===== config.mk =====
export PLATFORM = sky130hd
export DESIGN_NAME = dscr_host_end_flat
export DESIGN_NICKNAME = d
export VERILOG_FILES = /design/src/rtl/dscr_pkg.sv /design/src/rtl/dscr_link_if.sv /design/src/rtl/dscr_host_end.sv /design/src/flat_wrapper.sv
export SDC_FILE = /design/constraint.sdc
export NUM_CORES = 1
export LEC_CHECK = 0
export BUFFER_PORTS_ARGS = -buffer_cell sky130_fd_sc_hd__buf_2
export CAP_MARGIN = 20
export CORE_MARGIN = 1.5
export CORE_UTILIZATION = 35
export DETAILED_ROUTE_END_ITERATION = 12
export GPL_TIMING_DRIVEN = 0
export MAX_ROUTING_LAYER = met4
export SYNTH_ARGS = -nofsm -noshare
export SYNTH_HDL_FRONTEND = slang
export SYNTH_SLANG_ARGS = --single-unit
export TNS_END_PERCENT = 30

===== constraint.sdc =====
create_clock -name sys_clk -period 2.55 [get_ports sys_clk]
set_input_delay 0.1275 -clock sys_clk [delete_from_list [all_inputs] [get_ports sys_clk]]
set_output_delay 0.1275 -clock sys_clk [all_outputs]
set_load 0.05 [all_outputs]

===== src/rtl/dscr_pkg.sv =====
package dscr_pkg;

  // frame layout
  localparam int FRAME_BITS = 32;
  localparam int RW_BIT = 31;
  localparam int ADDR_HI = 30;
  localparam int ADDR_LO = 24;
  localparam int DATA_W = 24;
  localparam int CNT_W = 6;

  // second setup word
  localparam logic [6:0] SETUP2_ADDR = 7'h06;
  localparam logic [DATA_W-1:0] SETUP2_RESET = 24'h00_0040;
  localparam int HOLD_BIT = 7;
  localparam int RATE_HI = 5;
  localparam int RATE_LO = 4;

  // update rate select, in field order
  typedef enum logic [1:0] {
    RATE_0P8M,
    RATE_1P05M,
    RATE_0P7M,
    RATE_0P95M
  } dscr_rate_t;

  // link timing
  localparam int SYS_CLK_NS = 25;
  localparam int SCLK_PERIOD_NS = 200;
  localparam int SCLK_HALF_CYC = SCLK_PERIOD_NS / (2 * SYS_CLK_NS);

  // controller register map
  localparam int AXI_ADDR_W = 4;
  localparam logic [AXI_ADDR_W-1:0] OFS_FRAME = 4'h0;
  localparam logic [AXI_ADDR_W-1:0] OFS_STATUS = 4'h4;
  localparam logic [AXI_ADDR_W-1:0] OFS_REPLY = 4'h8;
  localparam int STAT_BUSY = 0;
  localparam int STAT_DONE = 1;
  localparam logic [1:0] RESP_OKAY = 2'h0;
  localparam logic [1:0] RESP_SLVERR = 2'h2;

  // data field with reserved bits forced to their fixed values
  function automatic logic [DATA_W-1:0] setup_word(input logic hold, input logic [1:0] rate);
    logic [DATA_W-1:0] w;
    w = SETUP2_RESET;
    w[HOLD_BIT] = hold;
    w[RATE_HI:RATE_LO] = rate;
    return w;
  endfunction

endpackage


===== src/rtl/dscr_link_if.sv =====
`timescale 1ns/100ps
interface dscr_link_if;
  // serial clock, idles low
  logic sclk;
  // frame select, active low
  logic syncN;
  // controller to device data
  logic mosi;
  // device to controller data
  logic miso;

  modport dev (
    input sclk,
    input syncN,
    input mosi,
    output miso
  );

  modport host (
    output sclk,
    output syncN,
    output mosi,
    input miso
  );
endinterface


===== src/rtl/dscr_host_end.sv =====
// Implementation choice: the AXI4-Lite slave port.
`timescale 1ns/100ps
module dscr_host_end #(
  parameter int SCLK_HALF = dscr_pkg::SCLK_HALF_CYC
) (
  // clock and reset
  input wire logic sys_clk,
  input wire logic srst,
  // axi4-lite slave
  input wire logic [dscr_pkg::AXI_ADDR_W-1:0] awaddr,
  input wire logic awvalid,
  output logic awready,
  input wire logic [31:0] wdata,
  input wire logic [3:0] wstrb,
  input wire logic wvalid,
  output logic wready,
  output logic [1:0] bresp,
  output logic bvalid,
  input wire logic bready,
  input wire logic [dscr_pkg::AXI_ADDR_W-1:0] araddr,
  input wire logic arvalid,
  output logic arready,
  output logic [31:0] rdata,
  output logic [1:0] rresp,
  output logic rvalid,
  input wire logic rready,
  // serial link
  dscr_link_if.host link
);
  import dscr_pkg::*;

  // miso crosses two flops plus device launch delay within one sclk period
  generate
    if (SCLK_HALF < 3 || SCLK_HALF > 255) begin : g_bad_half
      $error("half period must lie in 3..255 cycles");
    end
  endgenerate

  localparam logic [7:0] HALF_LOAD = 8'(SCLK_HALF - 1);
  localparam logic [CNT_W-1:0] FRAME_CNT = CNT_W'(FRAME_BITS);

  typedef enum logic [2:0] {
    H_IDLE,
    H_LEAD,
    H_HIGH,
    H_LOW,
    H_GAP
  } dscr_host_state_t;

  // write from the bus only changes data field, fixes reserved bits
  function automatic logic [RW_BIT:0] fix_frame(input logic [RW_BIT:0] f);
    logic [RW_BIT:0] r;
    r = f;
    if (!f[RW_BIT] && f[ADDR_HI:ADDR_LO] == SETUP2_ADDR) begin
      r[DATA_W-1:0] = setup_word(f[HOLD_BIT], f[RATE_HI:RATE_LO]);
    end
    return r;
  endfunction

  ////////////////////////////////////////////////////////////////////////////
  // register slave

  logic awHeld_q, awHeld_d, wHeld_q, wHeld_d;
  logic [AXI_ADDR_W-1:0] awAddr_q, awAddr_d, rdAddr;
  logic [31:0] wData_q, wData_d, frame_q, frame_d, rdata_d, frameMerged;
  logic [3:0] wStrb_q, wStrb_d;
  logic bvalid_d, rvalid_d, done_q, done_d, wrFire, startReq, doneSet, busy;
  logic [1:0] bresp_d, rresp_d;
  logic [31:0] reply_q, reply_d;
  dscr_host_state_t hst_q, hst_d;

  always_comb begin
    awready = ~awHeld_q;
    wready = ~wHeld_q;
    arready = ~rvalid;
    busy = hst_q != H_IDLE;
    wrFire = awHeld_q & wHeld_q & ~bvalid;
    for (int i = 0; i < 4; i++) begin
      frameMerged[8*i +: 8] = wStrb_q[i] ? wData_q[8*i +: 8] : frame_q[8*i +: 8];
    end
    startReq = wrFire & (awAddr_q == OFS_FRAME) & ~busy & (|wStrb_q);
    awHeld_d = awHeld_q | awvalid;
    awAddr_d = (awvalid & ~awHeld_q) ? awaddr : awAddr_q;
    wHeld_d = wHeld_q | wvalid;
    wData_d = (wvalid & ~wHeld_q) ? wdata : wData_q;
    wStrb_d = (wvalid & ~wHeld_q) ? wstrb : wStrb_q;
    bvalid_d = bvalid & ~bready;
    bresp_d = bresp;
    frame_d = startReq ? fix_frame(frameMerged) : frame_q;
    // a frame ending in the clearing cycle keeps the flag
    done_d = doneSet | (done_q & ~(wrFire & awAddr_q == OFS_STATUS & wStrb_q[0]
      & wData_q[STAT_DONE]));
    if (wrFire) begin
      awHeld_d = 1'b0;
      wHeld_d = 1'b0;
      bvalid_d = 1'b1;
      bresp_d = (awAddr_q == OFS_FRAME || awAddr_q == OFS_STATUS) ? RESP_OKAY : RESP_SLVERR;
    end
    rdAddr = araddr;
    rvalid_d = rvalid & ~rready;
    rdata_d = rdata;
    rresp_d = rresp;
    if (arvalid & ~rvalid) begin
      rvalid_d = 1'b1;
      rresp_d = RESP_OKAY;
      case (rdAddr)
        OFS_FRAME: rdata_d = frame_q;
        OFS_STATUS: rdata_d = {30'h0000_0000, done_q, busy};
        OFS_REPLY: rdata_d = reply_q;
        default: begin
          rdata_d = '0;
          rresp_d = RESP_SLVERR;
        end
      endcase
    end
  end

  always_ff @(posedge sys_clk) begin
    if (srst) begin
      awHeld_q <= 1'b0;
      wHeld_q <= 1'b0;
      awAddr_q <= '0;
      wData_q <= '0;
      wStrb_q <= '0;
      bvalid <= 1'b0;
      bresp <= RESP_OKAY;
      rvalid <= 1'b0;
      rdata <= '0;
      rresp <= RESP_OKAY;
      frame_q <= '0;
      done_q <= 1'b0;
    end else begin
      awHeld_q <= awHeld_d;
      wHeld_q <= wHeld_d;
      awAddr_q <= awAddr_d;
      wData_q <= wData_d;
      wStrb_q <= wStrb_d;
      bvalid <= bvalid_d;
      bresp <= bresp_d;
      rvalid <= rvalid_d;
      rdata <= rdata_d;
      rresp <= rresp_d;
      frame_q <= frame_d;
      done_q <= done_d;
    end
  end

  ////////////////////////////////////////////////////////////////////////////
  // serial engine, sclk from a divider

  logic [1:0] misoSync_q, misoSync_d;
  logic [7:0] div_q, div_d;
  logic [CNT_W-1:0] bits_q, bits_d;
  logic [RW_BIT:0] tx_q, tx_d, rx_q, rx_d;
  logic sclk_q, sclk_d, syncN_q, syncN_d, mosi_q, mosi_d, tick;

  always_comb begin
    misoSync_d = {misoSync_q[0], link.miso};
    tick = div_q == '0;
    hst_d = hst_q;
    div_d = tick ? HALF_LOAD : div_q - 8'h01;
    bits_d = bits_q;
    tx_d = tx_q;
    rx_d = rx_q;
    sclk_d = sclk_q;
    syncN_d = syncN_q;
    mosi_d = mosi_q;
    reply_d = reply_q;
    doneSet = 1'b0;
    case (hst_q)
      H_IDLE: begin
        div_d = HALF_LOAD;
        if (startReq) begin
          tx_d = fix_frame(frameMerged);
          bits_d = '0;
          syncN_d = 1'b0;
          hst_d = H_LEAD;
        end
      end
      H_LEAD, H_LOW: begin
        if (tick) begin
          // late sample: previous rise's bit has crossed the synchroniser
          if (hst_q == H_LOW) begin
            rx_d = {rx_q[RW_BIT-1:0], misoSync_q[1]};
          end
          if (hst_q == H_LOW && bits_q == FRAME_CNT) begin
            syncN_d = 1'b1;
            hst_d = H_GAP;
          end else begin
            sclk_d = 1'b1;
            mosi_d = tx_q[RW_BIT];
            tx_d = {tx_q[RW_BIT-1:0], 1'b0};
            bits_d = bits_q + CNT_W'(1);
            hst_d = H_HIGH;
          end
        end
      end
      H_HIGH: begin
        if (tick) begin
          sclk_d = 1'b0;
          hst_d = H_LOW;
        end
      end
      H_GAP: begin
        if (tick) begin
          reply_d = rx_q;
          doneSet = 1'b1;
          hst_d = H_IDLE;
        end
      end
      default: begin
        hst_d = H_IDLE;
      end
    endcase
  end

  always_ff @(posedge sys_clk) begin
    if (srst) begin
      misoSync_q <= '0;
      hst_q <= H_IDLE;
      div_q <= '0;
      bits_q <= '0;
      tx_q <= '0;
      rx_q <= '0;
      sclk_q <= 1'b0;
      syncN_q <= 1'b1;
      mosi_q <= 1'b0;
      reply_q <= '0;
    end else begin
      misoSync_q <= misoSync_d;
      hst_q <= hst_d;
      div_q <= div_d;
      bits_q <= bits_d;
      tx_q <= tx_d;
      rx_q <= rx_d;
      sclk_q <= sclk_d;
      syncN_q <= syncN_d;
      mosi_q <= mosi_d;
      reply_q <= reply_d;
    end
  end

  always_comb begin
    link.sclk = sclk_q;
    link.syncN = syncN_q;
    link.mosi = mosi_q;
  end

endmodule


===== src/flat_wrapper.sv =====
// flat-port wrapper written by rule: the top's interface ports become plain ports
module dscr_host_end_flat import dscr_pkg::*;
#(
  parameter int SCLK_HALF = dscr_pkg::SCLK_HALF_CYC
)
  (sys_clk, srst, awaddr, awvalid, awready, wdata, wstrb, wvalid, wready, bresp, bvalid, bready, araddr, arvalid, arready, rdata, rresp, rvalid, rready, link_sclk, link_syncN, link_mosi, link_miso);
  dscr_link_if link_i ();
  input wire logic sys_clk;
  input wire logic srst;
  input wire logic [dscr_pkg::AXI_ADDR_W-1:0] awaddr;
  input wire logic awvalid;
  output logic awready;
  input wire logic [31:0] wdata;
  input wire logic [3:0] wstrb;
  input wire logic wvalid;
  output logic wready;
  output logic [1:0] bresp;
  output logic bvalid;
  input wire logic bready;
  input wire logic [dscr_pkg::AXI_ADDR_W-1:0] araddr;
  input wire logic arvalid;
  output logic arready;
  output logic [31:0] rdata;
  output logic [1:0] rresp;
  output logic rvalid;
  input wire logic rready;
  output wire logic [$bits(link_i.sclk)-1:0] link_sclk;
  output wire logic [$bits(link_i.syncN)-1:0] link_syncN;
  output wire logic [$bits(link_i.mosi)-1:0] link_mosi;
  input wire logic [$bits(link_i.miso)-1:0] link_miso;
  assign link_sclk = link_i.sclk;
  assign link_syncN = link_i.syncN;
  assign link_mosi = link_i.mosi;
  assign link_i.miso = link_miso;
  dscr_host_end #(.SCLK_HALF(SCLK_HALF)) u_core (.sys_clk(sys_clk), .srst(srst), .awaddr(awaddr), .awvalid(awvalid), .awready(awready), .wdata(wdata), .wstrb(wstrb), .wvalid(wvalid), .wready(wready), .bresp(bresp), .bvalid(bvalid), .bready(bready), .araddr(araddr), .arvalid(arvalid), .arready(arready), .rdata(rdata), .rresp(rresp), .rvalid(rvalid), .rready(rready), .link(link_i));
endmodule

---- Yosys cells after proc, flatten, opt, wreduce, memory -nomap -nowiden ----
Index checks and enable logic that the tools add are counted.
storage, ports and cells
  register bits after elaboration ......... 231
  latch bits .............................. 0
  memory bits (writable) .................. 0
  ROM bits ................................ 0
  input bits .............................. 52
  logic and storage cells ................. 125
  memories kept ........................... 0
operators by class
  add/sub/neg operators ................... 2
  multipliers ............................. 0
  div/mod/pow operators ................... 0
  order comparisons ....................... 0
  equal/unequal tests ..................... 15
  shifts and indexed selects .............. 0
  multiplexer cells ....................... 36
  bitwise gates (word level) .............. 26
  reductions and logical operators ........ 23
operator list
  kind                 count
  $mux 32              3
  $pmux 32 s3          1
  $pmux 32 s2          1
  $mux 8               4
  $mux 24              1
  $mux 6               3
  $reduce_and 4->1     4
  $mux 3               5
  $and 1x1->1          14
  $pmux 3 s4           1
  $pmux 6 s2           1
  $mux 1               10
  $ne 2x1->1 const B   5
  $not 1->1            9
  $eq 4x3->1 const B   2
  $logic_not 4->1      2
  $logic_not 8->1      1
  $mux 2               4
  $sub 8x1->8 const B  1
  $eq 7x3->1 const B   1
  $add 6x1->6 const B  1
  $eq 3x2->1 const B   2
  $eq 6x6->1 const B   1
  $reduce_and 3->1     2
  other kinds (16)     23

---- Logic depth before layout (Yosys ltp) ----
Gate-level depths: netlist of the first run.
  depth in word-level cells ............... 8
  mapped depth ............................ 9

---- Worst setup path before layout of the first run ----
Ideal clock, no wire load.
  path kind ............................... register to register
  start ................................... register u_core.div_q[4]
  end ..................................... register u_core.tx_q[15]
  data arrival time ....................... 1.933 ns
  required time ........................... 2.462 ns
  path slack .............................. 0.529 ns
  cell stages (with the launch flop) ...... 8
  buffers on the path ..................... 2
  period minus slack after synthesis ...... 2.021 ns
  cell sequence ........................... dfxtp_1 or4_4 nor3_4 a32o_1 buf_4 buf_6 a21oi_2 a311oi_2
between the ends
  word-level cells in the longest chain between the ends .. 3
RTL lines
  element                            line                  RTL
  from (decl)                        dscr_host_end.sv:152  logic [7:0] div_q, div_d;
  from (signal assigned)             dscr_host_end.sv:232  div_q <= div_d;
  $logic_not 8->1                    dscr_host_end.sv:159  tick = div_q == '0;
  $ne 2x1->1 (no source line)        n/a
  $reduce_and 4->1 (no source line)  n/a
  to (signal assigned)               dscr_host_end.sv:234  tx_q <= tx_d;
  to (decl)                          dscr_host_end.sv:154  logic [RW_BIT:0] tx_q, tx_d, rx_q, rx_d;
No other way between the ends.
A chain may end at the register's enable or synchronous reset.

---- Worst setup path in the final report of the first run ----
  start ................................... register u_core.wStrb_q[3]
  end ..................................... register u_core.frame_q[21]
between the ends
  word-level cells in the longest chain between the ends .. 4
RTL lines
  element                                        line                  RTL
  from (decl)                                    dscr_host_end.sv:66   logic [3:0] wStrb_q, wStrb_d;
  from (signal assigned)                         dscr_host_end.sv:137  wStrb_q <= wStrb_d;
  $mux 8                                         dscr_host_end.sv:79   frameMerged[8*i +: 8] = wStrb_q[i] ? wData_q[8*i +: 8] : frame_q[8*i +: 8];
  $eq 7x3->1 or $logic_not 1->1 (tied branches)  dscr_host_end.sv:54   if (!f[RW_BIT] && f[ADDR_HI:ADDR_LO] == SETUP2_ADDR) begin
  $logic_and 1x1->1                              dscr_host_end.sv:54
  $mux 24                                        dscr_host_end.sv:54
  to (signal assigned)                           dscr_host_end.sv:143  frame_q <= frame_d;
  to (decl)                                      dscr_host_end.sv:65   logic [31:0] wData_q, wData_d, frame_q, frame_d, rdata_d, frameMerged;
Parallel ways exist; a longest one is shown, timed or not.

==> reports/metrics.csv, run 1 <==
stage,metric,value,unit
sta,fmax,398,MHz
sta,finalWorstSetupSlack,0.0377,ns
sta,fin_crit,2.51,ns
layout,fin_nets,1379,
die,initial_core_util,0.359,
sta,fin_skew,0.0216,ns
critical_path,cp_slowest_cell,o31ai_1,
logic_synthesis,synth.avg_cell_area,8.17,µm²
die,die_area,27900,µm²
drt,routedWlPerCell,17.2,µm
die,die_w,167,µm
logic_synthesis,synth.most_common_cell,nand2_1,
place,dp_cells,1582,
clocking,clock_sinks,229,
logic_synthesis,muxShareOfSynthArea,0.0404,
logic_synthesis,synth_edf_count,0,
drt,viasPerCell,5.21,
critical_path,ff2ff_setup_slack,0.04,ns
critical_path,critical_path_class,reg2reg,
die,die_height,167,µm
critical_path,crit_required,3.02,ns
layout,nFillCells,2636,
critical_path,critPathLaunchType,flip-flop,
power,leakage,4.19,nW
logic_synthesis,synth_xor_area_frac,0.00465,
grt,grt_overflow,0,
sta,worst_slew_margin_rel,0.232,
logic_synthesis,yosys.area_share.simple,0.205,
critical_path,crit_chain,buf_1 > o2bb2ai_1 > and2_1 > o31ai_1 > a22o_1,
drt,vias,8723,
clocking,cts_tree,built,
logic_synthesis,yosys-top-cells-area,"dfxtp_1 49%, a21oi_1 10%, nand2_1 9.5%, nor2_1 5.2%, a22oi_1 3.4%",
drt,first_pass_iters,5,
logic_synthesis,netlist_top_cells_count,"239 x nand2_1, 229 x dfxtp_1, 194 x a21oi_1",
logic_synthesis,netlist_area,9430,µm²
logic_synthesis,synth_top_area_cell,dfxtp_1,
critical_path,max_stage_delay,0.93,ns
drt,drt_wl_total,28700,µm
place,dp_hpwl,20600,µm
flow_run,max_cap_viol_count,0,
drt,postRouteAntennaNets,0,
sta,min_period_over_period,0.985,
logic_synthesis,yosysWarnings,0,
min_path,min_path_type,in2reg,
place,io_buffers,91,
logic_synthesis,synth_top_family_by_area,compound AO/OA/AOI/OAI gates,
clocking,clk_path_buf_depth,3,
grt,grtUsageTotal,0.209,
logic_synthesis,synth_seq_area_share,0.486,
logic_synthesis,synth_fa_ha_area_frac,0.00531,
layout,areaGrowthSynthToFinish,23.2,%
grt,grt_pass1_vias,8360,
place,post-place-ws,0.0818,ns
power,internal_power,5.90,mW
power,power.density,672,nW/µm²
critical_path,arrival,2.98,ns
drt,first_iter_violations,639,
clocking,cts_made_buffers,25,
power,switching_share,0.244,
logic_synthesis,yosys.area.top_type_share,0.486,
drt,drc_errors,0,
layout,antenna_cells,0,
clocking,clk_pin_slew,0.06,ns
sta,setup_viol,0,
status,status,"finished, final reports clean",
power,ir_drop,0.483,mV
power,combPwrFrac,0.072,
sta,grt_setup_unrepaired,true,
logic_synthesis,synth_compound_area_frac,0.209,
grt,grt_max_degree,14,
clocking,root_buffer,clkbuf_16,
die,coreArea,26300,µm²
sta,hold_viol,0,
die,io_pins,96,
grt,grt_pass1_wl,45200,µm
clocking,clk_latency,0.54,ns
logic_synthesis,ys.flop_type,dfxtp_1,
power,clockPowerShare,0.454,
place,place_congestion,0.906,
logic_synthesis,netlist_instances,1154,
clocking,cts_max_level,1,
sta,drv_slew,0,
critical_path,end_kind,flip-flop,
layout,drive_gt1_frac,0.137,
power,p_seq_frac,0.473,
power,switchingPower,1.90,mW
layout,instances_no_fill,1674,
logic_synthesis,ys_async_sr_fraction,0,
critical_path,path_max_fanout,10,
sta,worst_slew_pin_slew,1.14,ns
die,std_cell_rows,59,
logic_synthesis,ys_ff_latch,229,
grt,antenna_found_initial,0,
logic_synthesis,ys_types,60,
cells in the final DEF (no fill, tap or decap), drive strengths merged, types with 10 or more instances in the layout:
cell | Yosys | final
nand2 | 239 | 239
dfxtp | 229 | 229
a21oi | 197 | 197
nor2 | 131 | 131
buf | 25 | 118
clkbuf | 70 | 105
dlygate4sd3 | 0 | 48
a22oi | 43 | 43
mux2i | 29 | 29
o21ai | 19 | 19
nand3 | 16 | 16
a22o | 16 | 16
nand4 | 13 | 13
inv | 11 | 12
a211oi | 11 | 11
nor3 | 11 | 11
nand2b | 10 | 10
final timing paths:
kind                        startpoint                 end  cells past startpoint
hold reg to reg   u_core.misoSync_q[1]      u_core.rx_q[0]                      2
hold / removal               araddr[2]     u_core.rdata[0]                      4
setup reg to reg     u_core.wStrb_q[3]  u_core.frame_q[21]                      5
setup / recovery     u_core.wStrb_q[3]  u_core.frame_q[21]                      5
stage by stage:
stage / util / hold slack [ns] / setup TNS (ns) / instance area (µm²) / total power [mW]
after floorplan: - / 0.256 / 0 / 9430 / 4.08
after global placement: 0.392 / 0.337 / 0 / 10300 / 4.26
after detailed placement: 0.392 / 0.344 / 0 / 10300 / 4.27
after global routing: 0.442 / 0.0842 / -0.644 / 11600 / 8.06
after CTS: 0.441 / 0.0290 / 0 / 11600 / 7.85
final: 0.442 / 0.0675 / 0 / 11600 / 7.80
per-layer routing:
layer	part of all wire	wire (µm)	track usage	vias up
met3	0.054	1560	0.0371	62
met2	0.47	13600	0.343	228
met1	0.44	12600	0.258	4122
met5	0	0	-	-
met4	0.033	945	0.0747	0
li1	-	-	-	4311
state kept, by name (all words and copies together), names as in the netlist, 2 cells and up:
| register | count |
|---|---|
| u_core.rdata | 32 |
| u_core.frame_q | 32 |
| u_core.misoSync_q | 2 |
| u_core.div_q | 8 |
| u_core.wStrb_q | 4 |
| u_core.hst_q | 3 |
| u_core.bits_q | 6 |
| u_core.reply_q | 32 |
| u_core.awAddr_q | 4 |
| u_core.wData_q | 32 |
| u_core.tx_q | 32 |
| u_core.rx_q | 32 |
timing repair:
action                                 4_1_cts  5_1_grt
resized for setup                            0        2
hold buffers                                48        0
setup endpoints to repair                    0       33
buffers inserted                             0        1
endpoints found under the hold margin       47        0
power groups by stage:
stage	registers (mW)	clock network, mW	logic (mW)
2_1_floorplan	3.77	0	0.312
5_1_grt	3.70	3.76	0.610
3_5_place_dp	3.77	0	0.500
6_report	3.69	3.54	0.565
4_1_cts	3.69	3.60	0.558
3_3_place_gp	3.77	0	0.495
kinds of logic after synthesis:
kind of cell | count (synthesis)
xor gates and xnor gates | 5
AOI/OAI and AO/OA | 318
adders and majority gates | 4
and+or+nand+nor | 452
other | 1
DFF | 229
buffers and inverters | 108
muxes | 37
final cells by class:
| type | count | area [µm²] | share of cell area |
|---|---|---|---|
| Buffer | 95 | 408 | 0.0351 |
| Inverter | 13 | 48.8 | 0.00420 |
| Timing Repair Buffer | 141 | 948 | 0.0817 |
| Clock inverter | 8 | 82.6 | 0.00711 |
| Tap cell | 335 | 419 | 0.0361 |
| Sequential cell | 229 | 4580 | 0.395 |
| Clock buffer | 35 | 713 | 0.0614 |
| Multi-Input combinational cell | 818 | 4410 | 0.379 |
critical path, delay by kind of cell, from the launching register on:
kind	cells	cell delay, ns
and+or+nand+nor	1	0.25
buffers and inverters	1	0.32
DFF	1	0.37
AOI/OAI and AO/OA	3	1.50
Note: power is estimated with default switching activity, not from simulation.
==> run 2, diff against run 1 <==
- CORE_ASPECT_RATIO: unset -> 1.5
==> reports/metrics.csv, run 2 (synthesis gave the netlist of run 1 again) <==
stage,metric,value,unit
drt,drc_errors,0,
die,std_cell_rows,73,
power,power.density,664,nW/µm²
grt,grt_overflow,0,
clocking,clk_pin_slew,0.06,ns
clocking,clk_latency,0.51,ns
sta,whs,0.144,ns
sta,fmax,407,MHz
min_path,worstHoldStart,araddr[2],
clocking,cts_max_level,1,
drt,vias,8573,
layout,instances_no_fill,1673,
power,ir_drop,0.436,mV
place,dp_hpwl,21300,µm
drt,drt_wl_total,28600,µm
critical_path,crit_chain,clkbuf_1 > nor4_2 > nand4b_1 > nor4b_2 > a22o_1,
power,internal_power,5.86,mW
layout,fin_area,11600,µm²
place,dp_cells,1584,
critical_path,crit_family,simple AND/OR/NAND/NOR gates,
layout,drive_gt1_frac,0.136,
die,die_w,137,µm
critical_path,max_stage_delay,0.92,ns
min_path,min_path_type,in2reg,
critical_path,ff2ff_setup_slack,0.09,ns
critical_path,worst-path-buf-inv,1,
place,io_buffers,91,
critical_path,path_max_fanout,8,
sta,hold_viol,0,
clocking,cts_made_buffers,23,
critical_path,crit_cells,5,
critical_path,end_kind,flip-flop,
critical_path,critPathLaunchType,flip-flop,
power,switchingPower,1.82,mW
sta,min_period_over_period,0.963,
critical_path,rr_worst_depth,5,
flow_run,max_cap_viol_count,0,
critical_path,cp_slowest_cell,nor4b_2,
layout,final_common_cell,nand2_1,
die,io_pins,96,
critical_path,critical_path_class,reg2reg,
place,dpl_cell_area,10300,µm²
drt,postRouteAntennaNets,0,
layout,fin_nets,1375,
drt,viasPerCell,5.12,
layout,final_cell_mix,"239 x nand2_1, 229 x dfxtp_1, 194 x a21oi_1, 130 x nor2_1, 103 x buf_2",
drt,routedWlPerCell,17.1,µm
status,status,"finished, final reports clean",
power,p_seq_frac,0.480,
layout,areaGrowthSynthToFinish,22.8,%
critical_path,r2r-start,u_core.wStrb_q[0],
power,finalPower,7.68,mW
min_path,hold_end,u_core.rdata[0],
sta,drv_slew,0,
clocking,clock_sinks,229,
die,coreArea,26500,µm²
power,clockPowerShare,0.447,
power,switching_share,0.237,
layout,nFillCells,2723,
drt,first_iter_violations,479,
grt,grt_pass1_vias,8275,
power,combPwrFrac,0.073,
critical_path,crit_required,3.00,ns
power,leakage,4.18,nW
grt,grt_max_degree,15,
critical_path,arrival,2.91,ns
sta,worst_slew_margin_rel,0.354,
drt,first_pass_iters,5,
clocking,post_cts_buffers,0,
sta,fin_skew,0.0123,ns
min_path,hold_depth,4,
sta,grt_setup_unrepaired,true,
critical_path,r2r_end,u_core.frame_q[22],
clocking,clk_path_buf_depth,3,
die,die_area,27900,µm²
grt,antenna_found_initial,0,
die,die_height,204,µm
grt,grt_pass1_wl,44100,µm
place,place_congestion,0.910,
clocking,root_buffer,clkbuf_16,
clocking,cts_tree,built,
grt,grtUsageTotal,0.210,
sta,fin_crit,2.46,ns
die,initial_core_util,0.356,
sta,worst_slew_pin_slew,0.956,ns
sta,setup_viol,0,
==> run 2: cell count changes in the layout (fill, tap and decap cells not counted), moves of 2 or more <==
cell           delta
clkinv_2          -2
o2bb2ai_1         -2
dlygate4sd3_1     -2
clkbuf_16         -2
o2bb2ai_2         +2
==> run 2: what timing repair did <==
action | CTS | global route
endpoints found under the hold margin | 46 | 0
resized for setup | 2 | 5
hold buffers | 46 | 0
endpoints found under the setup margin | 11 | 53
pin swaps | 0 | 1
gates cloned | 0 | 0
==> run 2: per-stage QoR <==
stage | utilization | setup TNS (ns) | worst slack [ns]
floorplan | - | 0 | 0.529
global placement | 0.389 | -1.23 | -0.149
detailed placement | 0.389 | 0 | 0.00439
CTS | 0.435 | -0.000829 | -0.000829
global route | 0.437 | -0.731 | -0.109
finish | 0.437 | 0 | 0.0931
==> run 2: layer usage <==
layer,global-route usage,up-vias,share of wire
met5,-,-,0
met4,0.112,0,0.051
met3,0.0203,56,0.036
met2,0.372,191,0.52
met1,0.228,4029,0.40
li1,-,4297,-
==> run 2: cell type report <==
cell class | count | area [µm²] | area share
clock inverters | 6 | 83.8 | 0.00724
inverters | 13 | 48.8 | 0.00421
diodes | 1 | 2.50 | 0.000216
plain buffers | 95 | 409 | 0.0353
clock buffers | 35 | 671 | 0.0579
repair buffers | 139 | 936 | 0.0808
well taps | 337 | 422 | 0.0364
multi-input cells | 818 | 4420 | 0.382
flip-flops and latches | 229 | 4580 | 0.396
==> run 2: how the worst max path moves through the flow <==
stage / slack, ns / end / start
6_report: 0.09 / u_core.frame_q[22] / u_core.wStrb_q[0]
2_1_floorplan: 0.53 / u_core.tx_q[15] / u_core.div_q[4]
3_3_place_gp: -0.15 / u_core.frame_q[23] / u_core.wStrb_q[3]
5_1_grt: -0.11 / u_core.frame_q[22] / u_core.hst_q[2]
3_5_place_dp: 0.004 / u_core.frame_q[12] / u_core.wStrb_q[3]
4_1_cts: -0.0008 / u_core.tx_q[22] / u_core.frame_q[31]
==> run 2: tightest hold or removal path, delay by kind of cell <==
family	cells	cell delay [ns]
compound gates	2	0.28
simple gates	1	0.05
buf+inv	1	0.15
==> run 2: power groups by stage <==
stage	Combinational [mW]	Clock (mW)	Sequential (mW)
2_1_floorplan	0.312	0	3.77
5_1_grt	0.611	3.64	3.69
6_report	0.562	3.43	3.69
3_5_place_dp	0.502	0	3.77
4_1_cts	0.559	3.47	3.69
3_3_place_gp	0.495	0	3.77
==> run 3, diff against run 2 <==
- CORE_UTILIZATION: 35 -> 59
- CTS_CLUSTER_DIAMETER: unset -> 30
- GPL_ROUTABILITY_DRIVEN: unset -> 0
- PLACE_DENSITY: unset -> 0.8
==> reports/metrics.csv, run 3 (synthesis gave the netlist of run 1 again) <==
stage,metric,value,unit
die,io_pins,96,
sta,fin_setup_tns,0,ns
clocking,cts_max_level,2,
critical_path,crit_cells,5,
drt,first_pass_iters,8,
die,coreArea,15600,µm²
critical_path,rr_worst_depth,5,
sta,fin_crit,2.48,ns
critical_path,critical_path_class,reg2reg,
clocking,clock_sinks,229,
clocking,clk_latency,0.50,ns
layout,areaGrowthSynthToFinish,24.8,%
min_path,worstHoldStart,araddr[1],
layout,antenna_cells,0,
layout,drive_gt1_frac,0.149,
sta,drv_slew,0,
sta,min_period_over_period,0.973,
critical_path,critPathLaunchType,flip-flop,
layout,nFillCells,1129,
clocking,cts_tree,built,
grt,grtUsageTotal,0.346,
clocking,clk_pin_slew,0.06,ns
critical_path,ff2ff_setup_slack,0.07,ns
layout,multiInputGateArea,4400,µm²
critical_path,cp_slowest_cell,nor4b_2,
critical_path,r2r-start,u_core.awAddr_q[3],
drt,drc_errors,0,
flow_run,max_cap_viol_count,0,
drt,first_iter_violations,847,
die,initial_core_util,0.603,
grt,grt_pass1_wl,44400,µm
critical_path,crit_family,simple AND/OR/NAND/NOR gates,
critical_path,max_stage_delay,0.58,ns
die,std_cell_rows,56,
grt,grt_overflow,0,
layout,fin_nets,1386,
layout,regArea,4580,µm²
power,leakage,4.33,nW
power,power.density,755,nW/µm²
clocking,cts_made_buffers,34,
critical_path,crit_chain,nor3_1 > nor4b_2 > nand2_1 > nor4b_4 > a22o_1,
sta,hold_viol,0,
critical_path,worst-path-buf-inv,0,
status,status,"finished, final reports clean",
critical_path,critPathLaunch,u_core.awAddr_q[3],
grt,antenna_found_initial,0,
place,io_buffers,91,
critical_path,crit_required,2.99,ns
grt,grt_pass1_vias,9252,
critical_path,end_kind,flip-flop,
drt,postRouteAntennaNets,0,
die,die_area,16800,µm²
layout,final_util,0.753,
die,die_w,106,µm
sta,fmax,403,MHz
sta,worst_slew_pin_slew,0.999,ns
sta,setup_viol,0,
grt,grt_max_degree,14,
die,die_height,158,µm
sta,fin_skew,0.0151,ns
layout,final_common_cell,nand2_1,
sta,grt_setup_unrepaired,false,
min_path,min_path_type,in2reg,
drt,vias,9333,
place,dp_hpwl,19300,µm
drt,routedWlPerCell,18.5,µm
drt,drt_wl_total,28800,µm
critical_path,arrival,2.92,ns
clocking,post_cts_buffers,0,
sta,worst_slew_margin_rel,0.328,
layout,final_cell_mix,"239 x nand2_1, 229 x dfxtp_1, 194 x a21oi_1, 130 x nor2_1, 103 x buf_2",
min_path,hold_depth,4,
drt,viasPerCell,5.99,
critical_path,path_max_fanout,8,
clocking,clk_path_buf_depth,3,
power,ir_drop,0.641,mV
clocking,root_buffer,clkbuf_16,
[run 3: report_power, final]
part / switching, mW / internal (mW) / total (mW)
clock: 1.74 / 2.87 / 4.62
combinational: 0.371 / 0.202 / 0.572
sequential: 0.0529 / 3.64 / 3.70
total: 2.17 / 6.72 / 8.89
[run 3: final timing paths]
| kind | to |
|---|---|
| setup / recovery | u_core.frame_q[12] |
| hold / removal | u_core.rdata[0] |
| setup reg to reg | u_core.frame_q[12] |
| hold reg to reg | u_core.rx_q[0] |
[run 3: final cells by class]
class,instances,share of cell area
clock buffer,46,0.0848
inverter,13,0.00415
buffer,95,0.0347
multi-input combinational,818,0.374
clock inverter,15,0.0121
sequential,229,0.390
timing repair buffer,139,0.0786
tap,203,0.0216
[run 3: through the flow]
step                cells  hold slack [ns]  setup slack [ns]  area, µm²  power [mW]
CTS                  1557           0.0669            0.0555      11700        8.85
detailed placement   1450            0.348             0.105      10100        4.25
floorplan            1155            0.256             0.529       9430        4.08
global placement     1449            0.343            0.0975      10100        4.24
finish               1558           0.0644            0.0683      11800        8.89
global route         1558           0.0835            0.0264      11800        9.07
[run 3: routing by layer]
| layer | part of all wire | track usage |
|---|---|---|
| met1 | 0.36 | 0.355 |
| met2 | 0.50 | 0.600 |
| met3 | 0.072 | 0.0580 |
| met4 | 0.072 | 0.239 |
| met5 | 0 | - |
[run 3: tightest hold or removal path: stages]
cell	delay, ns
buf_2	0.12
a2111oi_0	0.08
a22oi_1	0.14
nor2_1	0.05
[run 3: repair_timing]
action,CTS,global route
hold endpoints to repair,46,0
setup endpoints to repair,0,11
resized for setup,0,2
hold buffers,46,0
